## src/sdram_timing_pkg.sv

```systemverilog
// Purpose: Shared constants and types for the SDRAM command-timing block
// Assumes: One 100 MHz clock; memory clock modelled as an enable pulse
// Notes: Offsets are byte addresses on a 32-bit register port
package sdram_timing_pkg;

  localparam int ADDR_W = 12;
  localparam int DATA_W = 32;
  localparam int CNT_W = 8;
  localparam int BANK_W = 2;
  localparam int NUM_BANKS = 4;

  // Register byte offsets
  localparam logic [11:0] MODE_CMD_GAP_OFS = 12'h01c;
  localparam logic [11:0] ACT_PRE_GAP_OFS = 12'h020;
  localparam logic [11:0] SAME_BANK_ACT_GAP_OFS = 12'h024;
  localparam logic [11:0] ACT_COL_GAP_OFS = 12'h028;
  localparam logic [11:0] REFRESH_CMD_GAP_OFS = 12'h02c;
  localparam logic [11:0] PRE_ACT_GAP_OFS = 12'h030;
  localparam logic [11:0] CROSS_BANK_ACT_GAP_OFS = 12'h034;
  localparam logic [11:0] WRITE_PRE_GAP_OFS = 12'h038;
  localparam logic [11:0] WRITE_READ_GAP_OFS = 12'h03c;
  localparam logic [11:0] PD_EXIT_GAP_OFS = 12'h040;
  localparam logic [11:0] SR_EXIT_GAP_OFS = 12'h044;

  // Field positions; every low field starts at bit 0
  localparam int FIELD_LSB = 0;
  localparam int MRD_W = 7;
  localparam int RAS_W = 4;
  localparam int RC_W = 4;
  localparam int RCD_W = 3;
  localparam int SCHED_RCD_LSB = 3;
  localparam int RFC_W = 5;
  localparam int SCHED_RFC_LSB = 5;
  localparam int RP_W = 3;
  localparam int SCHED_RP_LSB = 3;
  localparam int RRD_W = 4;
  localparam int WR_W = 3;
  localparam int WTR_W = 3;
  localparam int XP_W = 8;
  localparam int XSR_W = 8;

  // Values after reset
  localparam logic [6:0] MRD_RST = 7'h02;
  localparam logic [3:0] RAS_RST = 4'h7;
  localparam logic [3:0] RC_RST = 4'hb;
  localparam logic [2:0] RCD_RST = 3'h5;
  localparam logic [2:0] SCHED_RCD_RST = 3'h2;
  localparam logic [4:0] RFC_RST = 5'h12;
  localparam logic [4:0] SCHED_RFC_RST = 5'h10;
  localparam logic [2:0] RP_RST = 3'h5;
  localparam logic [2:0] SCHED_RP_RST = 3'h2;
  localparam logic [3:0] RRD_RST = 4'h2;
  localparam logic [2:0] WR_RST = 3'h3;
  localparam logic [2:0] WTR_RST = 3'h2;
  localparam logic [7:0] XP_RST = 8'h01;
  localparam logic [7:0] XSR_RST = 8'h0a;

  // Bus-clock schedule copies hold count plus this bias
  localparam logic [7:0] SCHED_BIAS = 8'h03;
  // Core clocks per memory clock
  localparam int MCLK_DIV_DEFAULT = 2;

  typedef enum logic [1:0] {
    CTRL_CONFIG = 2'b00,
    CTRL_READY = 2'b01,
    CTRL_PAUSED = 2'b10,
    CTRL_LOW_POWER = 2'b11
  } ctrl_state_t;

  typedef struct packed {
    logic mode;
    logic activate;
    logic read;
    logic write;
    logic precharge;
    logic refresh;
    logic pd_exit;
    logic sr_exit;
    logic write_end;
    logic [1:0] bank;
  } sdram_cmd_t;

  typedef struct packed {
    logic any_ok;
    logic read_ok;
    logic [3:0] activate_ok;
    logic [3:0] column_ok;
    logic [3:0] precharge_ok;
    logic sched_column_ok;
    logic sched_refresh_ok;
    logic sched_activate_ok;
  } cmd_gate_t;

endpackage

```

## src/sdram_timing_params.sv

```systemverilog
// Purpose: SDRAM command-timing registers and the spacing counters they drive
// Assumes: Issued commands arrive as one-cycle pulses on cmd_in
// Notes: Gates are registered from the counters' next values, so they change in the same clock as the counters
`timescale 1ns/1ps

// What this block does
// - Registers accessible only in config or low-power
// - Mode command gap, bits 6:0
// - Activate to precharge gap, bits 3:0
// - Same-bank activate gap, bits 3:0
// - Activate to column gap, bits 2:0
// - Scheduler activate-column gap bits 5:3, plus 3
// - Refresh command gap, bits 4:0
// - Scheduler refresh gap bits 9:5, plus 3
// - Precharge to activate gap, bits 2:0
// - Scheduler precharge-activate gap bits 5:3, plus 3
// - Cross-bank activate gap, bits 3:0
// - Write burst end to precharge gap
// - Write to read gap, bits 2:0
// - Power-down exit wait, bits 7:0
// - Self-refresh exit wait, bits 7:0
module sdram_timing_params #(
  parameter int MCLK_DIV = sdram_timing_pkg::MCLK_DIV_DEFAULT
) (
  input wire logic clk_in,
  input wire logic rst_in,
  input wire logic [11:0] addr_in,
  input wire logic [31:0] wdata_in,
  input wire logic write_in,
  input wire logic read_in,
  input wire sdram_timing_pkg::ctrl_state_t ctrl_state_in,
  input wire sdram_timing_pkg::sdram_cmd_t cmd_in,
  output logic [31:0] rdata_out,
  output logic mem_tick_out,
  output sdram_timing_pkg::cmd_gate_t gate_out
);

  localparam int NB = sdram_timing_pkg::NUM_BANKS;
  localparam int CW = sdram_timing_pkg::CNT_W;

  // Decrement on tick, reload with the larger of remaining and new
  function automatic logic [7:0] next_cnt(input logic [7:0] cnt, input logic ld,
                                          input logic [7:0] val, input logic tick);
    logic [7:0] dec;
    dec = (tick && cnt != 8'h00) ? cnt - 8'h01 : cnt;
    next_cnt = (ld && val > dec) ? val : dec;
  endfunction

  // Strobe qualified by a match on the command's bank
  function automatic logic bank_hit(input logic strobe, input logic [1:0] bank, input int b);
    bank_hit = strobe && (bank == 2'(b));
  endfunction

  // Schedule copies are stored as count plus the bias
  function automatic logic [7:0] sched_load(input logic [4:0] field);
    sched_load = {3'b000, field} + sdram_timing_pkg::SCHED_BIAS;
  endfunction

  logic [6:0] mrd_reg;
  logic [3:0] ras_reg;
  logic [3:0] rc_reg;
  logic [2:0] rcd_reg;
  logic [2:0] sched_rcd_reg;
  logic [4:0] rfc_reg;
  logic [4:0] sched_rfc_reg;
  logic [2:0] rp_reg;
  logic [2:0] sched_rp_reg;
  logic [3:0] rrd_reg;
  logic [2:0] wr_reg;
  logic [2:0] wtr_reg;
  logic [7:0] xp_reg;
  logic [7:0] xsr_reg;
  logic access_ok;
  logic [31:0] rdata_next;
  logic [31:0] rdata_reg;
  logic [15:0] div_reg;
  logic tick_reg;

  logic [CW-1:0] gen_reg;
  logic [CW-1:0] gen_next;
  logic [CW-1:0] rrd_cnt_reg;
  logic [CW-1:0] rrd_cnt_next;
  logic [CW-1:0] wtr_cnt_reg;
  logic [CW-1:0] wtr_cnt_next;
  logic [CW-1:0] s_rcd_reg;
  logic [CW-1:0] s_rcd_next;
  logic [CW-1:0] s_rfc_reg;
  logic [CW-1:0] s_rfc_next;
  logic [CW-1:0] s_rp_reg;
  logic [CW-1:0] s_rp_next;
  logic [CW-1:0] ras_cnt_reg [NB];
  logic [CW-1:0] ras_cnt_next [NB];
  logic [CW-1:0] rc_cnt_reg [NB];
  logic [CW-1:0] rc_cnt_next [NB];
  logic [CW-1:0] rcd_cnt_reg [NB];
  logic [CW-1:0] rcd_cnt_next [NB];
  logic [CW-1:0] rp_cnt_reg [NB];
  logic [CW-1:0] rp_cnt_next [NB];
  logic [CW-1:0] wr_cnt_reg [NB];
  logic [CW-1:0] wr_cnt_next [NB];
  logic [1:0] last_act_bank_reg;
  logic [7:0] gen_load;
  logic gen_ld;
  sdram_timing_pkg::cmd_gate_t gate_reg;
  sdram_timing_pkg::cmd_gate_t gate_next;

  // Only config and low-power states open the register port
  assign access_ok = (ctrl_state_in == sdram_timing_pkg::CTRL_CONFIG) ||
                     (ctrl_state_in == sdram_timing_pkg::CTRL_LOW_POWER);

  // Register writes; upper bits are dropped, software keeps them zero
  always_ff @(posedge clk_in or posedge rst_in) begin
    if (rst_in) begin
      mrd_reg <= sdram_timing_pkg::MRD_RST;
      ras_reg <= sdram_timing_pkg::RAS_RST;
      rc_reg <= sdram_timing_pkg::RC_RST;
      rcd_reg <= sdram_timing_pkg::RCD_RST;
      sched_rcd_reg <= sdram_timing_pkg::SCHED_RCD_RST;
      rfc_reg <= sdram_timing_pkg::RFC_RST;
      sched_rfc_reg <= sdram_timing_pkg::SCHED_RFC_RST;
      rp_reg <= sdram_timing_pkg::RP_RST;
      sched_rp_reg <= sdram_timing_pkg::SCHED_RP_RST;
      rrd_reg <= sdram_timing_pkg::RRD_RST;
      wr_reg <= sdram_timing_pkg::WR_RST;
      wtr_reg <= sdram_timing_pkg::WTR_RST;
      xp_reg <= sdram_timing_pkg::XP_RST;
      xsr_reg <= sdram_timing_pkg::XSR_RST;
    end else if (write_in && access_ok) begin
      unique case (addr_in)
        sdram_timing_pkg::MODE_CMD_GAP_OFS: begin
          mrd_reg <= wdata_in[sdram_timing_pkg::FIELD_LSB +: sdram_timing_pkg::MRD_W];
        end
        sdram_timing_pkg::ACT_PRE_GAP_OFS: begin
          ras_reg <= wdata_in[sdram_timing_pkg::FIELD_LSB +: sdram_timing_pkg::RAS_W];
        end
        sdram_timing_pkg::SAME_BANK_ACT_GAP_OFS: begin
          rc_reg <= wdata_in[sdram_timing_pkg::FIELD_LSB +: sdram_timing_pkg::RC_W];
        end
        sdram_timing_pkg::ACT_COL_GAP_OFS: begin
          rcd_reg <= wdata_in[sdram_timing_pkg::FIELD_LSB +: sdram_timing_pkg::RCD_W];
          sched_rcd_reg <= wdata_in[sdram_timing_pkg::SCHED_RCD_LSB +: 3];
        end
        sdram_timing_pkg::REFRESH_CMD_GAP_OFS: begin
          rfc_reg <= wdata_in[sdram_timing_pkg::FIELD_LSB +: sdram_timing_pkg::RFC_W];
          sched_rfc_reg <= wdata_in[sdram_timing_pkg::SCHED_RFC_LSB +: 5];
        end
        sdram_timing_pkg::PRE_ACT_GAP_OFS: begin
          rp_reg <= wdata_in[sdram_timing_pkg::FIELD_LSB +: sdram_timing_pkg::RP_W];
          sched_rp_reg <= wdata_in[sdram_timing_pkg::SCHED_RP_LSB +: 3];
        end
        sdram_timing_pkg::CROSS_BANK_ACT_GAP_OFS: begin
          rrd_reg <= wdata_in[sdram_timing_pkg::FIELD_LSB +: sdram_timing_pkg::RRD_W];
        end
        sdram_timing_pkg::WRITE_PRE_GAP_OFS: begin
          wr_reg <= wdata_in[sdram_timing_pkg::FIELD_LSB +: sdram_timing_pkg::WR_W];
        end
        sdram_timing_pkg::WRITE_READ_GAP_OFS: begin
          wtr_reg <= wdata_in[sdram_timing_pkg::FIELD_LSB +: sdram_timing_pkg::WTR_W];
        end
        sdram_timing_pkg::PD_EXIT_GAP_OFS: begin
          xp_reg <= wdata_in[sdram_timing_pkg::FIELD_LSB +: sdram_timing_pkg::XP_W];
        end
        sdram_timing_pkg::SR_EXIT_GAP_OFS: begin
          xsr_reg <= wdata_in[sdram_timing_pkg::FIELD_LSB +: sdram_timing_pkg::XSR_W];
        end
        default: begin
        end
      endcase
    end
  end

  // Read mux; unused bits, unmapped offsets and closed states read zero
  always_comb begin
    rdata_next = 32'h0000_0000;
    if (read_in && access_ok) begin
      unique case (addr_in)
        sdram_timing_pkg::MODE_CMD_GAP_OFS: begin
          rdata_next = {25'h0, mrd_reg};
        end
        sdram_timing_pkg::ACT_PRE_GAP_OFS: begin
          rdata_next = {28'h0, ras_reg};
        end
        sdram_timing_pkg::SAME_BANK_ACT_GAP_OFS: begin
          rdata_next = {28'h0, rc_reg};
        end
        sdram_timing_pkg::ACT_COL_GAP_OFS: begin
          rdata_next = {26'h0, sched_rcd_reg, rcd_reg};
        end
        sdram_timing_pkg::REFRESH_CMD_GAP_OFS: begin
          rdata_next = {22'h0, sched_rfc_reg, rfc_reg};
        end
        sdram_timing_pkg::PRE_ACT_GAP_OFS: begin
          rdata_next = {26'h0, sched_rp_reg, rp_reg};
        end
        sdram_timing_pkg::CROSS_BANK_ACT_GAP_OFS: begin
          rdata_next = {28'h0, rrd_reg};
        end
        sdram_timing_pkg::WRITE_PRE_GAP_OFS: begin
          rdata_next = {29'h0, wr_reg};
        end
        sdram_timing_pkg::WRITE_READ_GAP_OFS: begin
          rdata_next = {29'h0, wtr_reg};
        end
        sdram_timing_pkg::PD_EXIT_GAP_OFS: begin
          rdata_next = {24'h0, xp_reg};
        end
        sdram_timing_pkg::SR_EXIT_GAP_OFS: begin
          rdata_next = {24'h0, xsr_reg};
        end
        default: begin
          rdata_next = 32'h0000_0000;
        end
      endcase
    end
  end

  // Read data valid only in the cycle after the strobe
  always_ff @(posedge clk_in or posedge rst_in) begin
    if (rst_in) begin
      rdata_reg <= 32'h0000_0000;
    end else begin
      rdata_reg <= rdata_next;
    end
  end

  // Memory clock divider count
  always_ff @(posedge clk_in or posedge rst_in) begin
    if (rst_in) begin
      div_reg <= 16'h0000;
    end else if (div_reg == 16'(MCLK_DIV - 1)) begin
      div_reg <= 16'h0000;
    end else begin
      div_reg <= div_reg + 16'h0001;
    end
  end

  // Memory clock enable, one pulse per wrap of the count
  always_ff @(posedge clk_in or posedge rst_in) begin
    if (rst_in) begin
      tick_reg <= 1'b0;
    end else begin
      tick_reg <= (div_reg == 16'(MCLK_DIV - 1));
    end
  end

  // Commands that stall every following command
  always_comb begin
    gen_ld = cmd_in.mode | cmd_in.refresh | cmd_in.pd_exit | cmd_in.sr_exit;
    gen_load = 8'h00;
    if (cmd_in.mode && {1'b0, mrd_reg} > gen_load) begin
      gen_load = {1'b0, mrd_reg};
    end
    if (cmd_in.refresh && {3'b0, rfc_reg} > gen_load) begin
      gen_load = {3'b0, rfc_reg};
    end
    if (cmd_in.pd_exit && xp_reg > gen_load) begin
      gen_load = xp_reg;
    end
    if (cmd_in.sr_exit && xsr_reg > gen_load) begin
      gen_load = xsr_reg;
    end
  end

  // Next values of all spacing counters
  always_comb begin
    gen_next = next_cnt(gen_reg, gen_ld, gen_load, tick_reg);
    rrd_cnt_next = next_cnt(rrd_cnt_reg, cmd_in.activate, {4'b0, rrd_reg}, tick_reg);
    wtr_cnt_next = next_cnt(wtr_cnt_reg, cmd_in.write, {5'b0, wtr_reg}, tick_reg);
    s_rcd_next = next_cnt(s_rcd_reg, cmd_in.activate,
                          sched_load({2'b00, sched_rcd_reg}), 1'b1);
    s_rfc_next = next_cnt(s_rfc_reg, cmd_in.refresh,
                          sched_load(sched_rfc_reg), 1'b1);
    s_rp_next = next_cnt(s_rp_reg, cmd_in.precharge,
                         sched_load({2'b00, sched_rp_reg}), 1'b1);
    for (int b = 0; b < NB; b++) begin
      ras_cnt_next[b] = next_cnt(ras_cnt_reg[b], bank_hit(cmd_in.activate, cmd_in.bank, b),
                                 {4'b0, ras_reg}, tick_reg);
      rc_cnt_next[b] = next_cnt(rc_cnt_reg[b], bank_hit(cmd_in.activate, cmd_in.bank, b),
                                {4'b0, rc_reg}, tick_reg);
      rcd_cnt_next[b] = next_cnt(rcd_cnt_reg[b], bank_hit(cmd_in.activate, cmd_in.bank, b),
                                 {5'b0, rcd_reg}, tick_reg);
      rp_cnt_next[b] = next_cnt(rp_cnt_reg[b], bank_hit(cmd_in.precharge, cmd_in.bank, b),
                                {5'b0, rp_reg}, tick_reg);
      wr_cnt_next[b] = next_cnt(wr_cnt_reg[b], bank_hit(cmd_in.write_end, cmd_in.bank, b),
                                {5'b0, wr_reg}, tick_reg);
    end
  end

  // Bank-independent memory-clock counters
  always_ff @(posedge clk_in or posedge rst_in) begin
    if (rst_in) begin
      gen_reg <= 8'h00;
      rrd_cnt_reg <= 8'h00;
      wtr_cnt_reg <= 8'h00;
    end else begin
      gen_reg <= gen_next;
      rrd_cnt_reg <= rrd_cnt_next;
      wtr_cnt_reg <= wtr_cnt_next;
    end
  end

  // Scheduler copies, counted in core clocks
  always_ff @(posedge clk_in or posedge rst_in) begin
    if (rst_in) begin
      s_rcd_reg <= 8'h00;
      s_rfc_reg <= 8'h00;
      s_rp_reg <= 8'h00;
    end else begin
      s_rcd_reg <= s_rcd_next;
      s_rfc_reg <= s_rfc_next;
      s_rp_reg <= s_rp_next;
    end
  end

  // Per-bank memory-clock counters
  always_ff @(posedge clk_in or posedge rst_in) begin
    if (rst_in) begin
      for (int b = 0; b < NB; b++) begin
        ras_cnt_reg[b] <= 8'h00;
        rc_cnt_reg[b] <= 8'h00;
        rcd_cnt_reg[b] <= 8'h00;
        rp_cnt_reg[b] <= 8'h00;
        wr_cnt_reg[b] <= 8'h00;
      end
    end else begin
      for (int b = 0; b < NB; b++) begin
        ras_cnt_reg[b] <= ras_cnt_next[b];
        rc_cnt_reg[b] <= rc_cnt_next[b];
        rcd_cnt_reg[b] <= rcd_cnt_next[b];
        rp_cnt_reg[b] <= rp_cnt_next[b];
        wr_cnt_reg[b] <= wr_cnt_next[b];
      end
    end
  end

  // Bank of the latest activate, for the cross-bank gap
  always_ff @(posedge clk_in or posedge rst_in) begin
    if (rst_in) begin
      last_act_bank_reg <= 2'h0;
    end else if (cmd_in.activate) begin
      last_act_bank_reg <= cmd_in.bank;
    end
  end

  // Gates open only when every relevant counter has expired
  always_comb begin
    gate_next.any_ok = (gen_next == 8'h00);
    gate_next.read_ok = (gen_next == 8'h00) && (wtr_cnt_next == 8'h00);
    for (int b = 0; b < NB; b++) begin
      gate_next.activate_ok[b] = (gen_next == 8'h00) && (rc_cnt_next[b] == 8'h00) &&
                                 (rp_cnt_next[b] == 8'h00) &&
                                 (rrd_cnt_next == 8'h00 ||
                                  last_act_bank_reg == 2'(b));
      gate_next.column_ok[b] = (gen_next == 8'h00) && (rcd_cnt_next[b] == 8'h00);
      gate_next.precharge_ok[b] = (gen_next == 8'h00) && (ras_cnt_next[b] == 8'h00) &&
                                  (wr_cnt_next[b] == 8'h00);
    end
    gate_next.sched_column_ok = (s_rcd_next == 8'h00);
    gate_next.sched_refresh_ok = (s_rfc_next == 8'h00);
    gate_next.sched_activate_ok = (s_rp_next == 8'h00);
  end

  // Counters are clear in reset, so every gate reads open
  always_ff @(posedge clk_in or posedge rst_in) begin
    if (rst_in) begin
      gate_reg <= '1;
    end else begin
      gate_reg <= gate_next;
    end
  end

  assign rdata_out = rdata_reg;
  assign mem_tick_out = tick_reg;
  assign gate_out = gate_reg;

endmodule

```

## config.mk

```make
export PLATFORM = sky130hd
export DESIGN_NAME = sdram_timing_params
export DESIGN_NICKNAME = d
export VERILOG_FILES = /design/src/sdram_timing_pkg.sv /design/src/sdram_timing_params.sv
export SDC_FILE = /design/constraint.sdc
export NUM_CORES = 1
export LEC_CHECK = 0
export BUFFER_PORTS_ARGS = -buffer_cell sky130_fd_sc_hd__buf_2
export CAP_MARGIN = 10
export CORE_MARGIN = 2
export CORE_UTILIZATION = 59
export DETAILED_ROUTE_END_ITERATION = 10
export PLACE_DENSITY = 0.75
export SYNTH_ARGS = -nofsm -noshare
export SYNTH_HDL_FRONTEND = slang
export SYNTH_SLANG_ARGS = --single-unit
```

## constraint.sdc

```tcl
create_clock -name clk_in -period 11.02 [get_ports clk_in]
set_input_delay 0.551 -clock clk_in [delete_from_list [all_inputs] [get_ports clk_in]]
set_output_delay 0.551 -clock clk_in [all_outputs]
set_load 0.005 [all_outputs]
```

==> summary.md <==
| Metric | Value |
|---|---|
| GRT Total Usage | `0.273` |
| Final Setup Violations | `0` |
| IO Port Bufs | `65` |
| WL final | `49,800 um` |
| Number of H-tree levels | `2` |
| CTS Buffer Depth | `3` |
| Die area | `0.0370 sq mm` |
| Distinct cells, synth | `96` |
| Die width | `192 um` |
| Ant diodes | `0` |
| Max Used Layer | `met5` |
| Routability cong. | `0.883` |
| Net switching power | `1.90 mW` |
| Status | `finished clean` |
| First-pass GRT wire length | `81,800 um` |
| Cts repair resizes | `0` |
| Pint | `3.07 mW` |
| Hold Path Class | `input pin to async pin` |
| Routed len/inst | `18.0 um` |
| WL met1 | `21,700 um` |
| # Post-CTS Setup Buffers | `0` |
| CTS sink count | `317` |
| Num CTS Buffers | `36` |
| Clk Tree Root Cell | `clkbuf_16` |
| Measured slew at the worst slew-check pin | `1.20 ns` |
| DRC | `0` |
| Worst Path Required | `11.44 ns` |
| CTS tree | `built` |
| Initial antenna violation count | `1` |
| CP peak stage delay | `0.68 ns` |
| Critical path endpoint category | `flip-flop` |
| Post-route ant nets | `0` |
| Synth Area per Inst | `9.48 sq um` |
| Yosys warns | `0` |
| Routed wl met3 | `2490 um` |
| # hold bufs at CTS | `0` |
| Endpoints failing hold | `0` |
| Number of DRC markers in iteration 0 | `1,039` |
| Layout overhead on the synthesized area | `9.14%` |
| Part of the Yosys area used for sequential elements | `0.381` |
| Most frequent cells in the layout | `276 x dfrtp_1, 190 x inv_1, 178 x nand2_1` |
| Critical path's most frequent cell | `ha_1` |
| R2R depth | `30` |
| CP max-delay cell | `o22ai_1` |
| VDD IR max | `0.164 mV` |
| Placeable Area | `0.0352 sq mm` |
| Post-route setup slack | `1.44 ns` |
| Main synth FF type | `dfrtp_1` |
| Mapped Cells | `2,209` |
| CP startpoint | `mrd_reg[2]` |
| Tmin final | `9.58 ns` |
| Comb pwr share | `0.367` |
| Slew Viols, Final | `0` |
| Post-Route Setup TNS | `0 ns` |
| Initial Utilization | `0.595` |
| IO Pins | `111` |
| CTS clk-pin slew, worst paths | `0.06 ns` |
| CP startpoint kind | `flip-flop` |
| Most common cell after layout, fill and taps aside | `dfrtp_1` |
| DP Wirelength | `36,200 um` |
| Critical path class | `flip-flop to flip-flop` |
| Fmax | `104 MHz` |
| Number of synthesized flops with an enable pin | `0` |
| Crit path arrival time | `10.00 ns` |
| Worst r2r dst | `gate_out[14]` |
| FP Rows | `69` |
| Hold_ws | `0.165 ns` |
| Vert. Die Dim | `192 um` |
| Fill cell count | `2,817` |
| Synth Register Bits | `317` |
| Tcrit/Tclk final | `0.869` |
| Layout cells sized above 1 | `0.147` |
| Max_cap viols | `0` |
| R2R Setup Slk | `1.44 ns` |
| Max transition margin | `0.200` |
| Pre-CTS setup slack | `1.30 ns` |
| Cell area power density | `217 mW/mm^2` |
| TritonRoute pass-1 iters | `6` |
| Sw Ratio | `0.382` |
| Routed met2 length | `23,400 um` |
| GRT overflow | `0` |
| Max Fanout on Critical Path | `14` |
| Reg-to-Reg Start | `mrd_reg[2]` |
| Largest net degree at the start of global routing | `138` |
| Fin Clk Skew | `0.0317 ns` |
| Vias | `16,800` |
| Number of global-route vias before repair | `16,600` |
| RSZ-0062 raised after global routing | `no` |
| Drt via density | `6.06` |
| Synth Cell Area | `0.0209 sq mm` |
| Static leakage | `10.3 nW` |
| Post-layout util | `0.649` |
| Flop pwr share | `0.384` |
| Worst-Skew Late Latency | `0.55 ns` |
| Clock Power Share | `0.249` |
| Total power | `4.97 mW` |
| CP endpoint | `gate_out[14]` |
| Synth async-reset ratio | `1.00` |
| Layout Nets | `2,514` |
synthesized netlist by cell type, types with 10 or more instances:
library cell / number / area, sq um
o21a_1: 27 / 203
a21oi_1: 106 / 531
xnor2_1: 74 / 648
dfrtp_1: 277 / 6930
mux2_2: 98 / 1100
nand4_1: 29 / 181
nor3_1: 71 / 355
xor2_1: 62 / 543
nand3_1: 61 / 305
mux2i_1: 55 / 551
nand2_1: 178 / 668
nor2b_1: 31 / 194
o211ai_1: 15 / 113
a21o_1: 23 / 173
or4_1: 19 / 143
nand3b_1: 16 / 120
or3_1: 25 / 156
inv_1: 191 / 717
or3b_2: 10 / 87.6
a22oi_1: 11 / 82.6
nor2_1: 175 / 657
dfstp_2: 40 / 1050
ha_1: 173 / 2160
a31oi_1: 13 / 81.3
nor4_1: 42 / 263
a211oi_1: 11 / 82.6
o21ai_0: 90 / 450
and2_1: 11 / 68.8
buf_4: 25 / 188
nand2b_1: 16 / 100
nand4b_1: 13 / 114
clkbuf_1: 23 / 86.3
critical path: cells and delay by family (launching register included):
| kind | cells | cell delay [ns] |
|---|---|---|
| fa+ha+maj | 4 | 1.20 |
| mux | 3 | 1.22 |
| simple gates | 10 | 2.05 |
| buf+inv | 3 | 0.90 |
| flops | 1 | 0.37 |
| compound gates | 10 | 3.68 |
metal layers:
metal  track usage  vias up
met5             0        -
met4         0.121        2
met1         0.352     8144
met3        0.0424      142
met2         0.456      452
li1              -     8022
stage by stage:
stage | area (sq um) | cells
2_1_floorplan | 21000 | 2230
3_3_place_gp | 21600 | 2703
4_1_cts | 22900 | 2768
3_5_place_dp | 21600 | 2703
5_1_grt | 22900 | 2768
6_report | 22900 | 2768
power by group through the flow:
stage	clock network, mW	registers (mW)	logic (mW)
finish	1.24	1.91	1.83
global route	1.30	1.96	2.07
CTS	1.26	1.90	1.82
detailed placement	0	1.91	1.80
global placement	0	1.89	1.70
floorplan	0	1.82	1.46
worst min path at each step:
| stage | to | depth (start not counted) | slack, ns | from |
|---|---|---|---|---|
| finish | rcd_cnt_reg[17] | 2 | 0.17 | rst_in |
| global route | sched_rfc_reg[3] | 3 | 0.22 | wdata_in[8] |
| CTS | sched_rfc_reg[3] | 3 | 0.19 | wdata_in[8] |
| detailed placement | ras_cnt_reg[7] | 1 | 0.46 | ras_cnt_reg[7] |
| global placement | ras_cnt_reg[7] | 1 | 0.46 | ras_cnt_reg[7] |
| floorplan | rcd_cnt_reg[14] | 1 | 0.45 | rcd_cnt_reg[14] |
cell families (layout without fill, tap and decap cells):
logic type	after synthesis	count (layout)	share of synthesized area
multiplexers	157	157	0.0815
adder cells (fa/ha/maj)	173	173	0.103
AO/OA/AOI/OAI	389	389	0.122
AND/OR/NAND/NOR	782	782	0.203
buffers and inverters	254	331	0.0524
flip-flops	317	317	0.381
other	1	22	0.000179
XOR/XNOR	136	136	0.0569
cell type report:
class	instances	area [sq um]	share of cell area
inverter	194	736	0.0322
sequential	317	7980	0.349
clock buffer	57	1150	0.0504
clock inverter	8	81.3	0.00356
tap	461	577	0.0252
multi-input combinational	1659	12000	0.523
timing repair buffer	72	378	0.0165
(Power assumes the default switching activity.)
